### src/mcis_regs.vh
// Constants for the instruction subset unit: opcodes, register map, resets.
// Included by bare name; holds definitions only.
`ifndef MCIS_REGS_VH
`define MCIS_REGS_VH

// Instruction word
`define MCIS_IW                10
`define MCIS_OP_INDEX_DEC      10'h017
`define MCIS_OP_IRQ_DISABLE    10'h010
`define MCIS_OP_IRQ_ENABLE     10'h014
`define MCIS_OP_RC_CLK_SEL     10'h29B
`define MCIS_OP_WDT_STOP_ARM   10'h29C
`define MCIS_OP_PWR_OFF_ARM    10'h05B
`define MCIS_OP_PORT0_IN       10'h260
`define MCIS_OP_PWR_OFF        10'h002

// Index wrap value that causes a skip
`define MCIS_INDEX_WRAP        4'hF

// Delay of the interrupt enable change, in machine cycles
`define MCIS_IRQ_DELAY_MC      1

// Register byte addresses
`define MCIS_ADDR_STATUS       8'h00
`define MCIS_ADDR_INDEX        8'h04
`define MCIS_ADDR_ACC          8'h08
`define MCIS_ADDR_CARRY        8'h0C

// Status field positions
`define MCIS_ST_IRQ_FLAG       0
`define MCIS_ST_IRQ_LIVE       1
`define MCIS_ST_RC_SEL         2
`define MCIS_ST_WDT_ARM        3
`define MCIS_ST_POF_ARM        4
`define MCIS_ST_SKIP           5
`define MCIS_ST_POF_DONE       6

// Reset values
`define MCIS_RST_NIBBLE        4'h0
`define MCIS_RST_BYTE          8'h00

`endif

### src/mcis_decode.v
// One-hot decoder for the instruction subset.
// Assumes the opcode word is stable while its valid is high.
`timescale 1ns/1ns
`default_nettype none
`include "mcis_regs.vh"

module mcis_decode (
	// Instruction in
	input  wire [`MCIS_IW-1:0] i_instr,
	input  wire                i_valid,
	// One-hot hits
	output reg                 o_index_decrement_op,
	output reg                 o_irq_disable_op,
	output reg                 o_irq_enable_op,
	output reg                 o_rc_clock_select_op,
	output reg                 o_watchdog_stop_arm_op,
	output reg                 o_power_off_arm_op,
	output reg                 o_power_off_op,
	output reg                 o_port_zero_in_op
);

	always @* begin
		o_index_decrement_op   = 1'b0;
		o_irq_disable_op       = 1'b0;
		o_irq_enable_op        = 1'b0;
		o_rc_clock_select_op   = 1'b0;
		o_watchdog_stop_arm_op = 1'b0;
		o_power_off_arm_op     = 1'b0;
		o_power_off_op         = 1'b0;
		o_port_zero_in_op      = 1'b0;
		if (i_valid) begin
			case (i_instr)
				`MCIS_OP_INDEX_DEC:    o_index_decrement_op   = 1'b1;
				`MCIS_OP_IRQ_DISABLE:  o_irq_disable_op       = 1'b1;
				`MCIS_OP_IRQ_ENABLE:   o_irq_enable_op        = 1'b1;
				`MCIS_OP_RC_CLK_SEL:   o_rc_clock_select_op   = 1'b1;
				`MCIS_OP_WDT_STOP_ARM: o_watchdog_stop_arm_op = 1'b1;
				`MCIS_OP_PWR_OFF_ARM:  o_power_off_arm_op     = 1'b1;
				`MCIS_OP_PWR_OFF:      o_power_off_op         = 1'b1;
				`MCIS_OP_PORT0_IN:     o_port_zero_in_op      = 1'b1;
				default: begin
				end
			endcase
		end
	end

endmodule
`default_nettype wire

### src/mcis_core.v
// Execution unit for a subset of single-word control instructions.
// Assumes one i_instr_valid pulse per machine cycle, synchronous inputs,
// and a register master that never issues read and write together.
//
// Contract
// - Index decrement subtracts one from the 4-bit index and stores it back.
// - If the decremented index is fifteen, the next instruction is skipped.
// - Interrupt disable clears the enable flag; takes effect one machine cycle later.
// - Interrupt enable sets the enable flag; takes effect one machine cycle later.
// - RC clock select chooses the internal RC oscillator as main clock.
// - Watchdog stop arm enables the stop function, does not stop the timer.
// - Power-off arm makes a later power-off effective; unarmed power-off is ignored.
// - Port zero input copies port zero into the accumulator, carry unchanged.
//
// The register offsets and the plain strobed port are this design's own decisions.
`timescale 1ns/1ns
`default_nettype none
`include "mcis_regs.vh"

module mcis_core #(
	parameter NW = 4,
	parameter DW = 8,
	parameter AW = 8
) (
	// Clock and reset
	input  wire          i_clk_sys,
	input  wire          i_rst_n,
	// Instruction stream
	input  wire [9:0]    i_instr,
	input  wire          i_instr_valid,
	// Input port zero
	input  wire [NW-1:0] i_input_port_zero,
	// Register port
	input  wire [AW-1:0] i_addr,
	input  wire [DW-1:0] i_wdata,
	input  wire          i_wr,
	input  wire          i_rd,
	output reg  [DW-1:0] o_rdata,
	// Core state
	output reg  [NW-1:0] o_index,
	output reg  [NW-1:0] o_acc,
	output reg           o_carry,
	output reg           o_skip_pending,
	output reg           o_instr_done,
	// System controls
	output reg           o_global_irq_enable_flag,
	output reg           o_irq_live,
	output reg           o_rc_clock_sel,
	output reg           o_watchdog_stop_en,
	output reg           o_power_off_armed,
	output reg           o_power_off
);

	// Decoder hits, already gated by a pending skip
	wire hit_dec;
	wire hit_di;
	wire hit_ei;
	wire hit_rc;
	wire hit_wdt;
	wire hit_pofarm;
	wire hit_pof;
	wire hit_p0;
	wire exec;

	// Next-state terms
	reg  [NW-1:0] next_index;
	reg  [NW-1:0] next_acc;
	reg           next_carry;
	reg           next_skip;
	reg           next_flag;
	reg           next_live;
	reg           next_pof_armed;
	reg           next_pof;
	reg           pof_done;
	reg  [DW-1:0] status;
	reg  [DW-1:0] next_rdata;
	wire          wr_index;
	wire          wr_acc;
	wire          wr_carry;

	// A skipped word is fetched but not executed
	assign exec = i_instr_valid & ~o_skip_pending;

	// Status has no write term: software cannot fake a flag
	assign wr_index = i_wr & (i_addr == `MCIS_ADDR_INDEX);
	assign wr_acc   = i_wr & (i_addr == `MCIS_ADDR_ACC);
	assign wr_carry = i_wr & (i_addr == `MCIS_ADDR_CARRY);

	mcis_decode u_decode (
		.i_instr                (i_instr),
		.i_valid                (exec),
		.o_index_decrement_op   (hit_dec),
		.o_irq_disable_op       (hit_di),
		.o_irq_enable_op        (hit_ei),
		.o_rc_clock_select_op   (hit_rc),
		.o_watchdog_stop_arm_op (hit_wdt),
		.o_power_off_arm_op     (hit_pofarm),
		.o_power_off_op         (hit_pof),
		.o_port_zero_in_op      (hit_p0)
	);

	// Next state; instruction effects win over register writes
	always @* begin
		next_index     = o_index;
		next_acc       = o_acc;
		next_carry     = o_carry;
		next_skip      = o_skip_pending;
		next_flag      = o_global_irq_enable_flag;
		next_live      = o_irq_live;
		next_pof_armed = o_power_off_armed;
		next_pof       = 1'b0;

		if (wr_index)
			next_index = i_wdata[NW-1:0];
		if (wr_acc)
			next_acc = i_wdata[NW-1:0];
		if (wr_carry)
			next_carry = i_wdata[0];

		// Instruction effects below override a same-cycle write
		if (i_instr_valid) begin
			// Live enable trails the flag by one machine cycle
			next_live = o_global_irq_enable_flag;
			if (o_skip_pending)
				next_skip = 1'b0;
		end
		if (hit_dec) begin
			next_index = o_index - {{(NW-1){1'b0}}, 1'b1};
			next_skip  = (next_index == `MCIS_INDEX_WRAP);
		end
		if (hit_di)
			next_flag = 1'b0;
		if (hit_ei)
			next_flag = 1'b1;
		if (hit_p0)
			next_acc = i_input_port_zero;
		if (hit_pofarm)
			next_pof_armed = 1'b1;
		if (hit_pof && o_power_off_armed) begin
			// Arm is consumed so a second power-off needs a new arm
			next_pof       = 1'b1;
			next_pof_armed = 1'b0;
		end
	end

	// Carry is never touched by an instruction of this set
	always @(posedge i_clk_sys) begin
		if (!i_rst_n) begin
			o_index                  <= `MCIS_RST_NIBBLE;
			o_acc                    <= `MCIS_RST_NIBBLE;
			o_carry                  <= 1'b0;
			o_skip_pending           <= 1'b0;
			o_global_irq_enable_flag <= 1'b0;
			o_irq_live               <= 1'b0;
			o_power_off_armed        <= 1'b0;
			o_power_off              <= 1'b0;
			o_instr_done             <= 1'b0;
		end else begin
			o_index                  <= next_index;
			o_acc                    <= next_acc;
			o_carry                  <= next_carry;
			o_skip_pending           <= next_skip;
			o_global_irq_enable_flag <= next_flag;
			o_irq_live               <= next_live;
			o_power_off_armed        <= next_pof_armed;
			o_power_off              <= next_pof;
			o_instr_done             <= exec;
		end
	end

	// Clock select and watchdog arm are one-way until reset
	always @(posedge i_clk_sys) begin
		if (!i_rst_n) begin
			o_rc_clock_sel     <= 1'b0;
			o_watchdog_stop_en <= 1'b0;
			pof_done           <= 1'b0;
		end else begin
			if (hit_rc)
				o_rc_clock_sel <= 1'b1;
			// Only permits a later stop; the timer itself keeps running
			if (hit_wdt)
				o_watchdog_stop_en <= 1'b1;
			if (next_pof)
				pof_done <= 1'b1;
		end
	end

	always @* begin
		status                       = `MCIS_RST_BYTE;
		status[`MCIS_ST_IRQ_FLAG]    = o_global_irq_enable_flag;
		status[`MCIS_ST_IRQ_LIVE]    = o_irq_live;
		status[`MCIS_ST_RC_SEL]      = o_rc_clock_sel;
		status[`MCIS_ST_WDT_ARM]     = o_watchdog_stop_en;
		status[`MCIS_ST_POF_ARM]     = o_power_off_armed;
		status[`MCIS_ST_SKIP]        = o_skip_pending;
		status[`MCIS_ST_POF_DONE]    = pof_done;
	end

	// Read mux; unmapped addresses and idle cycles give zero
	always @* begin
		next_rdata = `MCIS_RST_BYTE;
		if (i_rd) begin
			if (i_addr == `MCIS_ADDR_STATUS)
				next_rdata = status;
			else if (i_addr == `MCIS_ADDR_INDEX)
				next_rdata = {{(DW-NW){1'b0}}, o_index};
			else if (i_addr == `MCIS_ADDR_ACC)
				next_rdata = {{(DW-NW){1'b0}}, o_acc};
			else if (i_addr == `MCIS_ADDR_CARRY)
				next_rdata = {{(DW-1){1'b0}}, o_carry};
		end
	end

	// Read data valid only in the cycle after the strobe
	always @(posedge i_clk_sys) begin
		if (!i_rst_n) begin
			o_rdata <= `MCIS_RST_BYTE;
		end else begin
			o_rdata <= next_rdata;
		end
	end

endmodule
`default_nettype wire

### config.mk
export PLATFORM = sky130hd
export DESIGN_NAME = mcis_core
export DESIGN_NICKNAME = d
export VERILOG_FILES = /design/src/mcis_decode.v /design/src/mcis_core.v
export VERILOG_INCLUDE_DIRS = /design/src
export SDC_FILE = /design/constraint.sdc
export NUM_CORES = 1
export LEC_CHECK = 0
export BUFFER_PORTS_ARGS = -buffer_cell sky130_fd_sc_hd__clkbuf_2
export CORE_ASPECT_RATIO = 0.75
export CORE_MARGIN = 4
export CORE_UTILIZATION = 48
export CTS_BUF_LIST = sky130_fd_sc_hd__clkbuf_8
export DETAILED_ROUTE_END_ITERATION = 7
export GPL_TIMING_DRIVEN = 0
export PLACE_DENSITY = 0.84
export RECOVER_POWER = 100
export SETUP_SLACK_MARGIN = 0.4
export SYNTH_ARGS = -nofsm -noshare
export SYNTH_HDL_FRONTEND = slang
export SYNTH_SLANG_ARGS = --single-unit
### constraint.sdc
create_clock -name i_clk_sys -period 1.9 [get_ports i_clk_sys]
set_input_delay 0 -clock i_clk_sys [delete_from_list [all_inputs] [get_ports i_clk_sys]]
set_output_delay 0 -clock i_clk_sys [all_outputs]
set_load 0.01 [all_outputs]
==> key figures, run 1 <==
STA
  – Final Critical Period: roughly 1.6 ns
  – Worst relative slew slack: 0.621
  – Hold Fails Final Rpt: 0
  – Final Max Slew Viols: 0
  – Actual slew at the worst max-slew pin: 0.569 ns
  – Setup violators final: 0
  – RSZ-0062 raised after global routing: true
  – Setup TNS Final: 0 ns
  – Max frequency: 620 MHz
  – Clock skew: 0.00602 ns
  – Period utilization: 0.849

Setup path
  – Critical path type: reg2reg
  – Worst Reg-to-Reg Cells: 5
  – Worst Path Required: between 2 and 2.5 ns
  – Max Fanout on Critical Path: 6
  – CP endpoint kind: flop
  – Critical Path AT: 1.80 ns
  – Worst reg2reg setup slack: 0.29 ns
  – Reg2reg start: o_skip_pending$_SDFFE_PN0P_
  – FF-to-FF End: o_index[0]$_SDFFE_PN0P_
  – CP startpoint kind: flop

Placed design
  – PortBufs: 54
  – Placed inst area: ~1700 sq um
  – GPL Wtd Cong: just over 0.8
  – HPWL after DPL: 2.84 mm

Die
  – Ports: 60
  – Core Region: between 2000 and 3000 sq um
  – Die height: 53.9 um
  – Die Width: about 69 um
  – Die ar.: ~3700 sq um
  – Site Rows: 16
  – Initial Util: 0.510

Global routing
  – Initial antenna violation count: 0
  – Vias in the first global route: between 1,000 and 1,500
  – Tot GR Track Use: 0.199
  – Largest net degree at the start of global routing: 15
  – First-pass GRT wire length: slightly below 6 mm
  – Global route overflow: 0

Pwr
  – Sequential fraction of design power: 0.556
  – Psw: 0.000228 W
  – Leak Pwr: slightly below 0.8 nW
  – Power density over the cells: 547 nW/um^2
  – P_int: between 0.0007 and 0.0008 W
  – Combinational share of power: 0.114
  – Clk pwr share: 0.330
  – Switching part of the total: 0.242
  – Worst vdd ir: 0.354 mV

Synth
  – Syn Inst Count: roughly 140
  – Synth area leaders: dfxtp_1, mux2i_1, nor2_1
  – Ys Warns: 0
  – Yosys reg bits: 25
  – Seq/Total Area, Yosys: 0.371
  – EDFF count, synth: 0
  – Syn_nets: around 180
  – Yosys top cell area share: 0.371
  – FFs w/ async S/R, synth: 0
  – Cell taking the most area after synthesis: dfxtp_1
  – Synth Cell Area: approximately 1300 sq um
  – Synth unique cells: 45
  – Mean Syn Cell Area: around 9.5 sq um
  – Top FF cell, synth: dfxtp_1

Clock tree
  – CTS tree: yes
  – Reg clk slew, reported paths: about 0.090 ns
  – Root buf cell: clkbuf_8
  – CTS sink cnt: 25
  – Clock Tree Buf Depth: 2
  – Clock Latency Late Sink: 0.27 ns
  – CTS Hold Bufs: 0
  – H-tree Lvls: 1
  – Cts bufs inserted: 3

Detailed routing
  – Via density: roughly 5.7
  – Avg WL per Cell: 15.4 um
  – DRT Wirelength: about 3.7 mm
  – DR pass1 iterations: 4
  – Via count: around 1,400
  – DRC: 0
  – Iter 0 DRT Violations: 80
  – Routed Antenna Nets: 0

Layout
  – # diodes: 0
  – Final Cell Area: around 1700 sq um
  – Layout cells sized above 1: 0.273
  – Fin nets: between 200 and 250
  – Largest Register: o_rdata
  – Max reg flops: 7
  – Fill cell count: around 240
  – Regs by FF count: o_rdata (7), o_acc (4), o_index (4)
  – Area Overhead vs Synth: 27.9%

Min path
  – Worst Hold Depth: 3
  – Type of the worst min-delay path: in2reg
  – Worst hold endpoint: o_acc[2]$_SDFFE_PN0P_
  – Min-delay src: i_input_port_zero[2]

Status
  – Status: completed

Flow run
  – Total of max-cap violations: 0
[Yosys cell counts (all sizes together) (2+ instances only)]
cell     instances
dfxtp           25
mux2i           13
nor2            13
a21oi            7
o21ai            7
inv              6
and3             5
nor2b            5
nor3             5
nand2            4
nand2b           4
nand4            4
a2111oi          3
clkbuf           3
nand3            3
nor3b            3
a41oi            2
and4b            2
buf              2
ha               2
nand4b           2
nor4             2
nor4b            2
o22ai            2
or3              2
or3b             2
[metrics by stage]
step	util	instances	hold WS (ns)	setup slack [ns]	total power, W
3_5_place_dp	0.630	232	0.291	0.229	0.000645
2_1_floorplan	-	142	0.144	0.415	0.000586
6_report	0.653	241	0.0122	0.287	0.000943
5_1_grt	0.653	241	0.0232	0.237	0.000974
4_1_cts	0.655	238	0.0131	0.405	0.000945
3_3_place_gp	0.630	232	0.277	0.297	0.000640
[how the worst max path moves through the flow]
stage	startpoint	end	slack, ns	cells after the start
after floorplan	o_skip_pending$_SDFFE_PN0P_	o_skip_pending$_SDFFE_PN0P_	0.41	4
after global placement	o_skip_pending$_SDFFE_PN0P_	o_skip_pending$_SDFFE_PN0P_	0.30	4
after detailed placement	o_skip_pending$_SDFFE_PN0P_	o_skip_pending$_SDFFE_PN0P_	0.23	4
after CTS	o_skip_pending$_SDFFE_PN0P_	o_skip_pending$_SDFFE_PN0P_	0.41	4
after global routing	o_skip_pending$_SDFFE_PN0P_	o_index[0]$_SDFFE_PN0P_	0.24	5
final	o_skip_pending$_SDFFE_PN0P_	o_index[0]$_SDFFE_PN0P_	0.29	5
[cell usage in the layout, fill, tap and decap left out, types with 3 or more instances in the layout]
cell / count
nand2_1: 4
mux2i_1: 13
nor2b_1: 4
nor3b_1: 3
o21ai_0: 7
clkbuf_1: 31
nand2b_1: 3
dfxtp_1: 24
clkbuf_2: 30
a21oi_1: 6
buf_4: 3
a2111oi_2: 3
nand4_1: 3
nor2_1: 13
clkbuf_8: 3
nor3_1: 4
inv_1: 4
nand3_1: 3
and3_1: 5
[layout make-up]
cell class,instances,area [sq um],area share
Buffer,5,22.5,0.0131
Clock buffer,3,41.3,0.0239
Clock inverter,1,5.00,0.00290
Inverter,6,22.5,0.0131
Multi-Input combinational cell,106,818,0.474
Sequential cell,25,504,0.292
Tap cell,36,45.0,0.0261
Timing Repair Buffer,59,267,0.154
[timing repair]
item,4_1_cts,5_1_grt
buffers inserted,2,2
setup endpoints to repair,1,3
pin swaps,2,6
gates resized for setup,3,14
gates cloned,0,1
[critical path, cell delays in order, from the launching register on]
cell	delay, ns
dfxtp_1	0.45
nor4b_4	0.10
nand4_4	0.12
clkbuf_1	0.31
or3b_1	0.41
a31oi_2	0.13
[cell families after synthesis]
| kind of cell | synth area share |
|---|---|
| flops | 0.371 |
| xor+xnor | 0.00649 |
| fa+ha+maj | 0.0185 |
| compound gates | 0.126 |
| buf+inv | 0.0362 |
| other cells | 0.00278 |
| simple gates | 0.342 |
| mux | 0.0965 |
[power by group through the flow]
stage / Clock, W / Sequential, W / Combinational, W
final: 0.000312 / 0.000524 / 0.000107
after detailed placement: 0 / 0.000538 / 0.000107
after global routing: 0.000334 / 0.000525 / 0.000116
after global placement: 0 / 0.000538 / 0.000102
after floorplan: 0 / 0.000539 / 0.0000468
after CTS: 0.000310 / 0.000526 / 0.000109
[metal layers]
metal,track usage,vias up,share of wire
li1,-,656,-
met3,0.0560,8,0.088
met2,0.328,74,0.44
met1,0.264,631,0.46
met4,0.0487,0,0.014
met5,0,-,0
(Power assumes the default switching activity.)
==> run 2, diff against run 1 <==
--- a/config.mk
+++ b/config.mk
@@ -6,14 +6,15 @@
 export SDC_FILE = /design/constraint.sdc
 export NUM_CORES = 1
 export LEC_CHECK = 0
+export ABC_AREA = 1
 export BUFFER_PORTS_ARGS = -buffer_cell sky130_fd_sc_hd__clkbuf_2
 export CORE_ASPECT_RATIO = 0.75
 export CORE_MARGIN = 4
-export CORE_UTILIZATION = 48
+export CORE_UTILIZATION = 50
 export CTS_BUF_LIST = sky130_fd_sc_hd__clkbuf_8
 export DETAILED_ROUTE_END_ITERATION = 7
 export GPL_TIMING_DRIVEN = 0
-export PLACE_DENSITY = 0.84
+export PLACE_DENSITY = 0.85
 export RECOVER_POWER = 100
 export SETUP_SLACK_MARGIN = 0.4
 export SYNTH_ARGS = -nofsm -noshare
==> constraint.sdc (replaced) <==
create_clock -name i_clk_sys -period 1.6 [get_ports i_clk_sys]
set_input_delay 0 -clock i_clk_sys [delete_from_list [all_inputs] [get_ports i_clk_sys]]
set_output_delay 0 -clock i_clk_sys [all_outputs]
set_load 0.01 [all_outputs]
==> run 2 against run 1 <==
Clock power increased by 23%. Hold slack better by 0.030 ns. Die area is 4.8% higher. Maximum frequency up 21%. Highest routed layer unchanged. Count of clock-buffer cells in the layout unchanged. Critical path type unchanged.
==> key figures, run 2 <==
Setup path
  – CP max stage delay: between 0.3 and 0.4 ns
  – Worst Path Required: between 1.5 and 2 ns
  – Critical path type: reg2reg
  – CP endpoint kind: flop
  – Critical Path AT: between 1.5 and 2 ns
  – CP startpoint kind: flop
  – Critical path buffer and inverter count: 1
  – Cell family with most CP delay: flip-flops
  – FF-to-FF End: o_index[2]$_SDFFE_PN0P_
  – Worst path slowest cell: dfxtp_1
  – Worst Reg-to-Reg Cells: 7
  – Worst reg2reg setup slack: roughly 0.27 ns
  – Reg2reg start: o_index[1]$_SDFFE_PN0P_
  – Most used cell, CP: nor2_1
  – Max Fanout on Critical Path: 3
  – Crit-path cells: inv_1 > ha_4 > xnor2_1 > nand3b_1 > nand2_1 > nor2_1 > nor2_1

Synth
  – Synth Cell Area: around 1500 sq um
  – Mean Syn Cell Area: ~6.4 sq um
  – Yosys reg bits: 25
  – Yosys top cell area share: 0.338
  – Seq/Total Area, Yosys: 0.338
  – Ys Warns: 0
  – Most frequent cells after synthesis: nand2_1, inv_1, nor2_1, dfxtp_1, nand3_1
  – Syn Inst Count: ~230
  – Top-count cell post-synth: nand2_1
  – EDFF count, synth: 0
  – Syn_nets: approximately 270
  – Synth area leaders: dfxtp_1, nand2_1, inv_1
  – FFs w/ async S/R, synth: 0
  – Synth unique cells: 30
  – Cell taking the most area after synthesis: dfxtp_1
  – Top FF cell, synth: dfxtp_1

Clock tree
  – Clock Tree Buf Depth: 2
  – H-tree Lvls: 1
  – CTS tree: yes
  – CTS sink cnt: 25
  – Clock Latency Late Sink: between 0.2 and 0.3 ns
  – CTS Hold Bufs: 0
  – Reg clk slew, reported paths: 0.09 ns
  – Root buf cell: clkbuf_8
  – Cts bufs inserted: 3

Layout
  – Final core occ: 0.714
  – Regs by FF count: o_rdata (7), o_acc (4), o_index (4)
  – Most common cell after layout, fill and taps aside: nand2_1
  – Largest Register: o_rdata
  – # diodes: 0
  – Fill cell count: around 260
  – Register area: roughly 500 sq um
  – Commonest non-fill, non-tap cells in the layout: nand2_1, inv_1, nor2_1, clkbuf_2, dfxtp_1
  – Fin nets: 335
  – Max reg flops: 7
  – Area of the multi-input gates: between 800 and 900 sq um
  – Area Overhead vs Synth: 31.1%
  – Layout cells sized above 1: 0.276

Die
  – Core Region: 2720 sq um
  – Die height: approximately 55 um
  – Site Rows: 16
  – Ports: 60
  – Die ar.: 3910 sq um
  – Die Width: slightly above 70 um
  – Initial Util: 0.545

STA
  – Hold Fails Final Rpt: 0
  – Final Critical Period: about 1.3 ns
  – Final Max Slew Viols: 0
  – Clock skew: roughly 0.0045 ns
  – Setup violators final: 0
  – Period utilization: 0.833
  – RSZ-0062 raised after global routing: true
  – Setup TNS Final: 0 ns
  – Max frequency: between 700 and 800 MHz

Detailed routing
  – Routed Antenna Nets: 0
  – Avg WL per Cell: approximately 12 um
  – DRC: 0
  – Via density: 4.92
  – Via count: roughly 1,600
  – Iter 0 DRT Violations: 140
  – DRT Wirelength: 4.07 mm
  – DR pass1 iterations: 4

Pwr
  – Total power: 0.00117 W
  – Power density over the cells: 602 nW/um^2
  – Leak Pwr: ~0.96 nW
  – Worst vdd ir: roughly 0.5 mV

Status
  – Status: completed

Global routing
  – Largest net degree at the start of global routing: 16
  – Initial antenna violation count: 0
  – Global route overflow: 0
  – First-pass GRT wire length: about 6.2 mm
  – Vias in the first global route: 1,443
  – Tot GR Track Use: 0.198

Min path
  – Worst Hold Depth: 5
  – Worst hold endpoint: o_index[1]$_SDFFE_PN0P_
  – Type of the worst min-delay path: in2reg
  – Min-delay src: i_wdata[1]

Placed design
  – PortBufs: 54
  – GPL Wtd Cong: 0.845
  – HPWL after DPL: 3.06 mm

Flow run
  – Total of max-cap violations: 0
==> run 2: cell count changes after synthesis, moves of 5 or more <==
cell	change
inv_2	+8
mux2i_1	-13
nand3_1	+13
nand2_1	+51
o21ai_1	+10
nor2_1	+22
o21ai_0	-5
nor2b_1	-5
inv_1	+30
==> run 2: worst reg2reg max path: cells and delay by family (launching register included) <==
kind | cells | cell delay, ns
xor gates and xnor gates | 1 | 0.20
adders and majority gates | 1 | 0.18
buffers and inverters | 1 | 0.12
DFF | 1 | 0.37
and+or+nand+nor | 4 | 0.36
==> run 2: area by class of cell <==
type | count | share of cell area
clock inverter | 1 | 0.00386
sequential | 25 | 0.258
clock buffer | 3 | 0.0212
tap | 36 | 0.0232
timing repair buffer | 61 | 0.151
multi-input combinational | 161 | 0.449
inverter | 44 | 0.0869
buffer | 2 | 0.00644
==> run 2: what timing repair did <==
action | in CTS | in global routing
gates resized for setup | 5 | 23
buffers inserted | 2 | 5
endpoints found under the setup margin | 7 | 11
cloned | 0 | 1
pin swaps | 2 | 17
==> run 2: stage by stage <==
step | setup slack (ns) | std cells | cell area, sq um | hold slack [ns]
4_1_cts | 0.392 | 327 | 1880 | 0.0460
6_report | 0.268 | 333 | 1940 | 0.0425
5_1_grt | 0.181 | 333 | 1940 | 0.0786
2_1_floorplan | 0.402 | 231 | 1490 | 0.152
3_5_place_dp | 0.293 | 321 | 1800 | 0.323
3_3_place_gp | 0.340 | 321 | 1800 | 0.312
==> run 2: cell families (layout without fill, tap and decap cells) <==
family / Yosys count / count (layout) / synth area share
buffers and inverters: 46 / 111 / 0.120
XOR/XNOR: 2 / 2 / 0.0118
adder cells (fa/ha/maj): 2 / 2 / 0.0169
AND/OR/NAND/NOR: 130 / 131 / 0.423
flip-flops: 25 / 25 / 0.338
other: 1 / 1 / 0.00253
AO/OA/AOI/OAI: 25 / 25 / 0.0886
==> run 2: power by group <==
group          internal (W)  switching, W  leakage [nW]  total (W)
Clock              0.000176      0.000208        0.0217   0.000385
Combinational     0.0000627     0.0000955         0.737   0.000158
Sequential         0.000625    0.00000194         0.202   0.000627
==> run 2: worst max-delay path by stage <==
stage | from | end | slack [ns] | cells after the start
after floorplan | o_index[1]$_SDFFE_PN0P_ | o_index[2]$_SDFFE_PN0P_ | 0.40 | 7
after global placement | o_skip_pending$_SDFFE_PN0P_ | o_acc[3]$_SDFFE_PN0P_ | 0.34 | 7
after detailed placement | o_skip_pending$_SDFFE_PN0P_ | o_acc[2]$_SDFFE_PN0P_ | 0.29 | 7
after CTS | o_skip_pending$_SDFFE_PN0P_ | o_acc[2]$_SDFFE_PN0P_ | 0.39 | 7
after global routing | o_index[1]$_SDFFE_PN0P_ | o_index[2]$_SDFFE_PN0P_ | 0.18 | 7
final | o_index[1]$_SDFFE_PN0P_ | o_index[2]$_SDFFE_PN0P_ | 0.27 | 7
==> run 2: routing by layer <==
layer  share of wire  track usage  routed length, um  up-vias
li1                -            -                  -      844
met1            0.44        0.263               1770      724
met2            0.47        0.335               1910       64
met3           0.082       0.0487                334        6
met4           0.012       0.0313                 48        0
met5               0            0                  0        -
==> run 3, diff against run 2 <==
--- a/config.mk
+++ b/config.mk
@@ -6,15 +6,15 @@
 export SDC_FILE = /design/constraint.sdc
 export NUM_CORES = 1
 export LEC_CHECK = 0
-export ABC_AREA = 1
+export ABC_AREA = 0
 export BUFFER_PORTS_ARGS = -buffer_cell sky130_fd_sc_hd__clkbuf_2
 export CORE_ASPECT_RATIO = 0.75
 export CORE_MARGIN = 4
-export CORE_UTILIZATION = 50
+export CORE_UTILIZATION = 44
 export CTS_BUF_LIST = sky130_fd_sc_hd__clkbuf_8
 export DETAILED_ROUTE_END_ITERATION = 7
 export GPL_TIMING_DRIVEN = 0
-export PLACE_DENSITY = 0.85
+export PLACE_DENSITY = 0.81
 export RECOVER_POWER = 100
 export SETUP_SLACK_MARGIN = 0.4
 export SYNTH_ARGS = -nofsm -noshare
==> constraint.sdc (replaced) <==
create_clock -name i_clk_sys -period 1.22 [get_ports i_clk_sys]
set_input_delay 0 -clock i_clk_sys [delete_from_list [all_inputs] [get_ports i_clk_sys]]
set_output_delay 0 -clock i_clk_sys [all_outputs]
set_load 0.01 [all_outputs]
==> run 3 against run 2 <==
The flow now finishes with violations (setup timing). Register-to-register slack worse by 0.51 ns. Maximum frequency is 9.1% lower. Final area is 5.9% higher. Clock skew is 0.0030 ns higher. Clock power is 25% higher. Largest power group unchanged. Routed wire length is 0.27% lower. Global-route usage is 1.6 points lower. Setup slack worse by 0.51 ns. Largest cell class unchanged. Non-clock buffer count is 11 higher. Final cell count is 24% lower. Sequential cell count stayed put. Critical path depth is 3 lower.
==> key figures, run 3 (synthesized netlist as in run 1, its figures left out) <==
Clock tree
  – Clock Latency Late Sink: about 0.27 ns
  – Clock Tree Buf Depth: 2
  – H-tree Lvls: 1
  – CTS tree: yes
  – Root buf cell: clkbuf_8
  – Cts bufs inserted: 3
  – Reg clk slew, reported paths: roughly 0.09 ns
  – CTS sink cnt: 25

Global routing
  – First-pass GRT wire length: between 5 and 6 mm
  – Tot GR Track Use: 0.182
  – Largest net degree at the start of global routing: 14
  – Global route overflow: 0
  – Vias in the first global route: roughly 1,200
  – Initial antenna violation count: 0

STA
  – Final Max Slew Viols: 0
  – Clock skew: around 0.0075 ns
  – RSZ-0062 raised after global routing: true
  – Hold WS: 0.0250 ns
  – Period utilization: 1.20
  – Final Critical Period: around 1.5 ns
  – Hold Fails Final Rpt: 0
  – Fin worst setup slack: -0.245 ns
  – Setup violators final: 15
  – Max frequency: around 680 MHz

Layout
  – Area Overhead vs Synth: 52.6%
  – Most common cell after layout, fill and taps aside: clkbuf_2
  – Layout Cells excl Fill: between 200 and 300
  – Commonest non-fill, non-tap cells in the layout: clkbuf_2, mux2i_1, dfxtp_1, nor2_1, clkbuf_1
  – Fin nets: between 200 and 300
  – Max reg flops: 7
  – Layout cells sized above 1: 0.512
  – # diodes: 0
  – Regs by FF count: o_rdata (7), o_acc (4), o_index (4)
  – Largest Register: o_rdata

Min path
  – Type of the worst min-delay path: in2reg
  – Worst Hold Depth: 3

Pwr
  – Total power: approximately 0.0015 W
  – P_int: 0.00113 W
  – Power density over the cells: 730 nW/um^2
  – Psw: 0.000372 W
  – Switching part of the total: 0.247
  – Leak Pwr: 0.936 nW
  – Worst vdd ir: approximately 0.65 mV
  – Clk pwr share: 0.319
  – Sequential fraction of design power: 0.540
  – Combinational share of power: 0.141

Detailed routing
  – DRC: 0
  – Routed Antenna Nets: 0
  – Via density: 5.51
  – DR pass1 iterations: 4
  – Via count: ~1,400
  – DRT Wirelength: roughly 4.1 mm
  – Iter 0 DRT Violations: between 90 and 100
  – Avg WL per Cell: approximately 16 um

Setup path
  – Worst Reg-to-Reg Cells: 4
  – WP depth: 4
  – Critical path type: reg2reg
  – CP startpoint kind: flop
  – FF-to-FF End: o_skip_pending$_SDFFE_PN0P_
  – Critical Path AT: between 1.5 and 2 ns
  – CP max stage delay: ~0.43 ns
  – Worst path slowest cell: or3_4
  – Max Fanout on Critical Path: 4
  – Critical path buffer and inverter count: 0
  – Crit-path cells: nor4b_4 > nand4_4 > or3_4 > a21oi_2
  – CP startpoint: o_skip_pending$_SDFFE_PN0P_
  – CP endpoint kind: flop
  – Worst reg2reg setup slack: -0.24 ns
  – Cell family with most CP delay: simple AND/OR/NAND/NOR gates
  – End of the critical path: o_skip_pending$_SDFFE_PN0P_
  – Reg2reg start: o_skip_pending$_SDFFE_PN0P_
  – Worst Path Required: around 1.4 ns

Status
  – Status: complete, but fails checks
  – Failing checks: setup timing

Die
  – Initial Util: 0.460
  – Die ar.: just over 4000 sq um
  – Core Region: between 2000 and 3000 sq um
  – Die height: 56.0 um
  – Site Rows: 17
  – Ports: 60
  – Die Width: roughly 70 um

Placed design
  – Cells after DPL: between 200 and 250
  – HPWL after DPL: about 2.8 mm
  – GPL Wtd Cong: between 0.9 and 1
  – PortBufs: 54

Flow run
  – Total of max-cap violations: 0
## run 3: cell count changes in the layout (fill, tap and decap cells not counted), moves of 8 or more
cell and delta:
nand2_2 -8, buf_6 +8, nand3_1 -10, clkbuf_1 -13
nand2_1 -45, clkbuf_2 +13, dfxtp_2 +9, dfxtp_1 -12
o21ai_1 -8, nor2_1 -23, inv_1 -29, mux2i_1 +13
## run 3: worst min-delay path by stage
stage	to	from
6_report	o_carry$_SDFFE_PN0P_	i_wdata[0]
5_1_grt	o_instr_done$_SDFF_PN0_	i_instr_valid
4_1_cts	o_acc[3]$_SDFFE_PN0P_	i_input_port_zero[3]
3_5_place_dp	o_acc[2]$_SDFFE_PN0P_	i_input_port_zero[2]
3_3_place_gp	o_acc[2]$_SDFFE_PN0P_	i_input_port_zero[2]
2_1_floorplan	o_carry$_SDFFE_PN0P_	i_wdata[0]
## run 3: power groups by stage
stage	clock [W]	sequential, W	combinational [W]
finish	0.000480	0.000812	0.000211
global route	0.000523	0.000813	0.000228
CTS	0.000496	0.000814	0.000188
detailed placement	0	0.000834	0.000171
global placement	0	0.000834	0.000168
floorplan	0	0.000835	0.0000751
## run 3: final cells by class
type	instances	area [sq um]
Multi-Input combinational cell	106	965
Fill cell	224	877
Sequential cell	25	523
Timing Repair Buffer	69	427
Tap cell	38	47.5
Clock buffer	3	41.3
Buffer	5	28.8
Inverter	6	22.5
Clock inverter	1	3.75
## run 3: metrics by stage
stage	instance area [sq um]	setup TNS, ns	util	worst slack, ns
6_report	2060	-2.25	0.701	-0.245
3_5_place_dp	1710	-2.76	0.581	-0.354
2_1_floorplan	1390	-0.299	-	-0.190
5_1_grt	2060	-2.74	0.701	-0.273
4_1_cts	1900	-1.90	0.648	-0.246
3_3_place_gp	1710	-2.51	0.581	-0.339
## run 3: routing by layer
metal	vias up	global-route usage	wire length [um]
li1	669	-	-
met1	661	0.269	1670
met2	63	0.267	1970
met3	2	0.0433	402
met4	0	0.0322	14
met5	-	0	0
## run 3: repair_timing
item | in CTS | in global routing
endpoints found under the hold margin | 3 | 1
gates resized for setup | 18 | 35
hold buffers | 3 | 1
setup endpoints to repair | 27 | 33
buffers inserted | 8 | 3
pin swaps | 9 | 9
## run 3: worst reg2reg max path, delay by kind of cell, from the launching register on
kind / cells / cell delay [ns]
AND/OR/NAND/NOR: 3 / 0.94
AO/OA/AOI/OAI: 1 / 0.11
flip-flops: 1 / 0.36
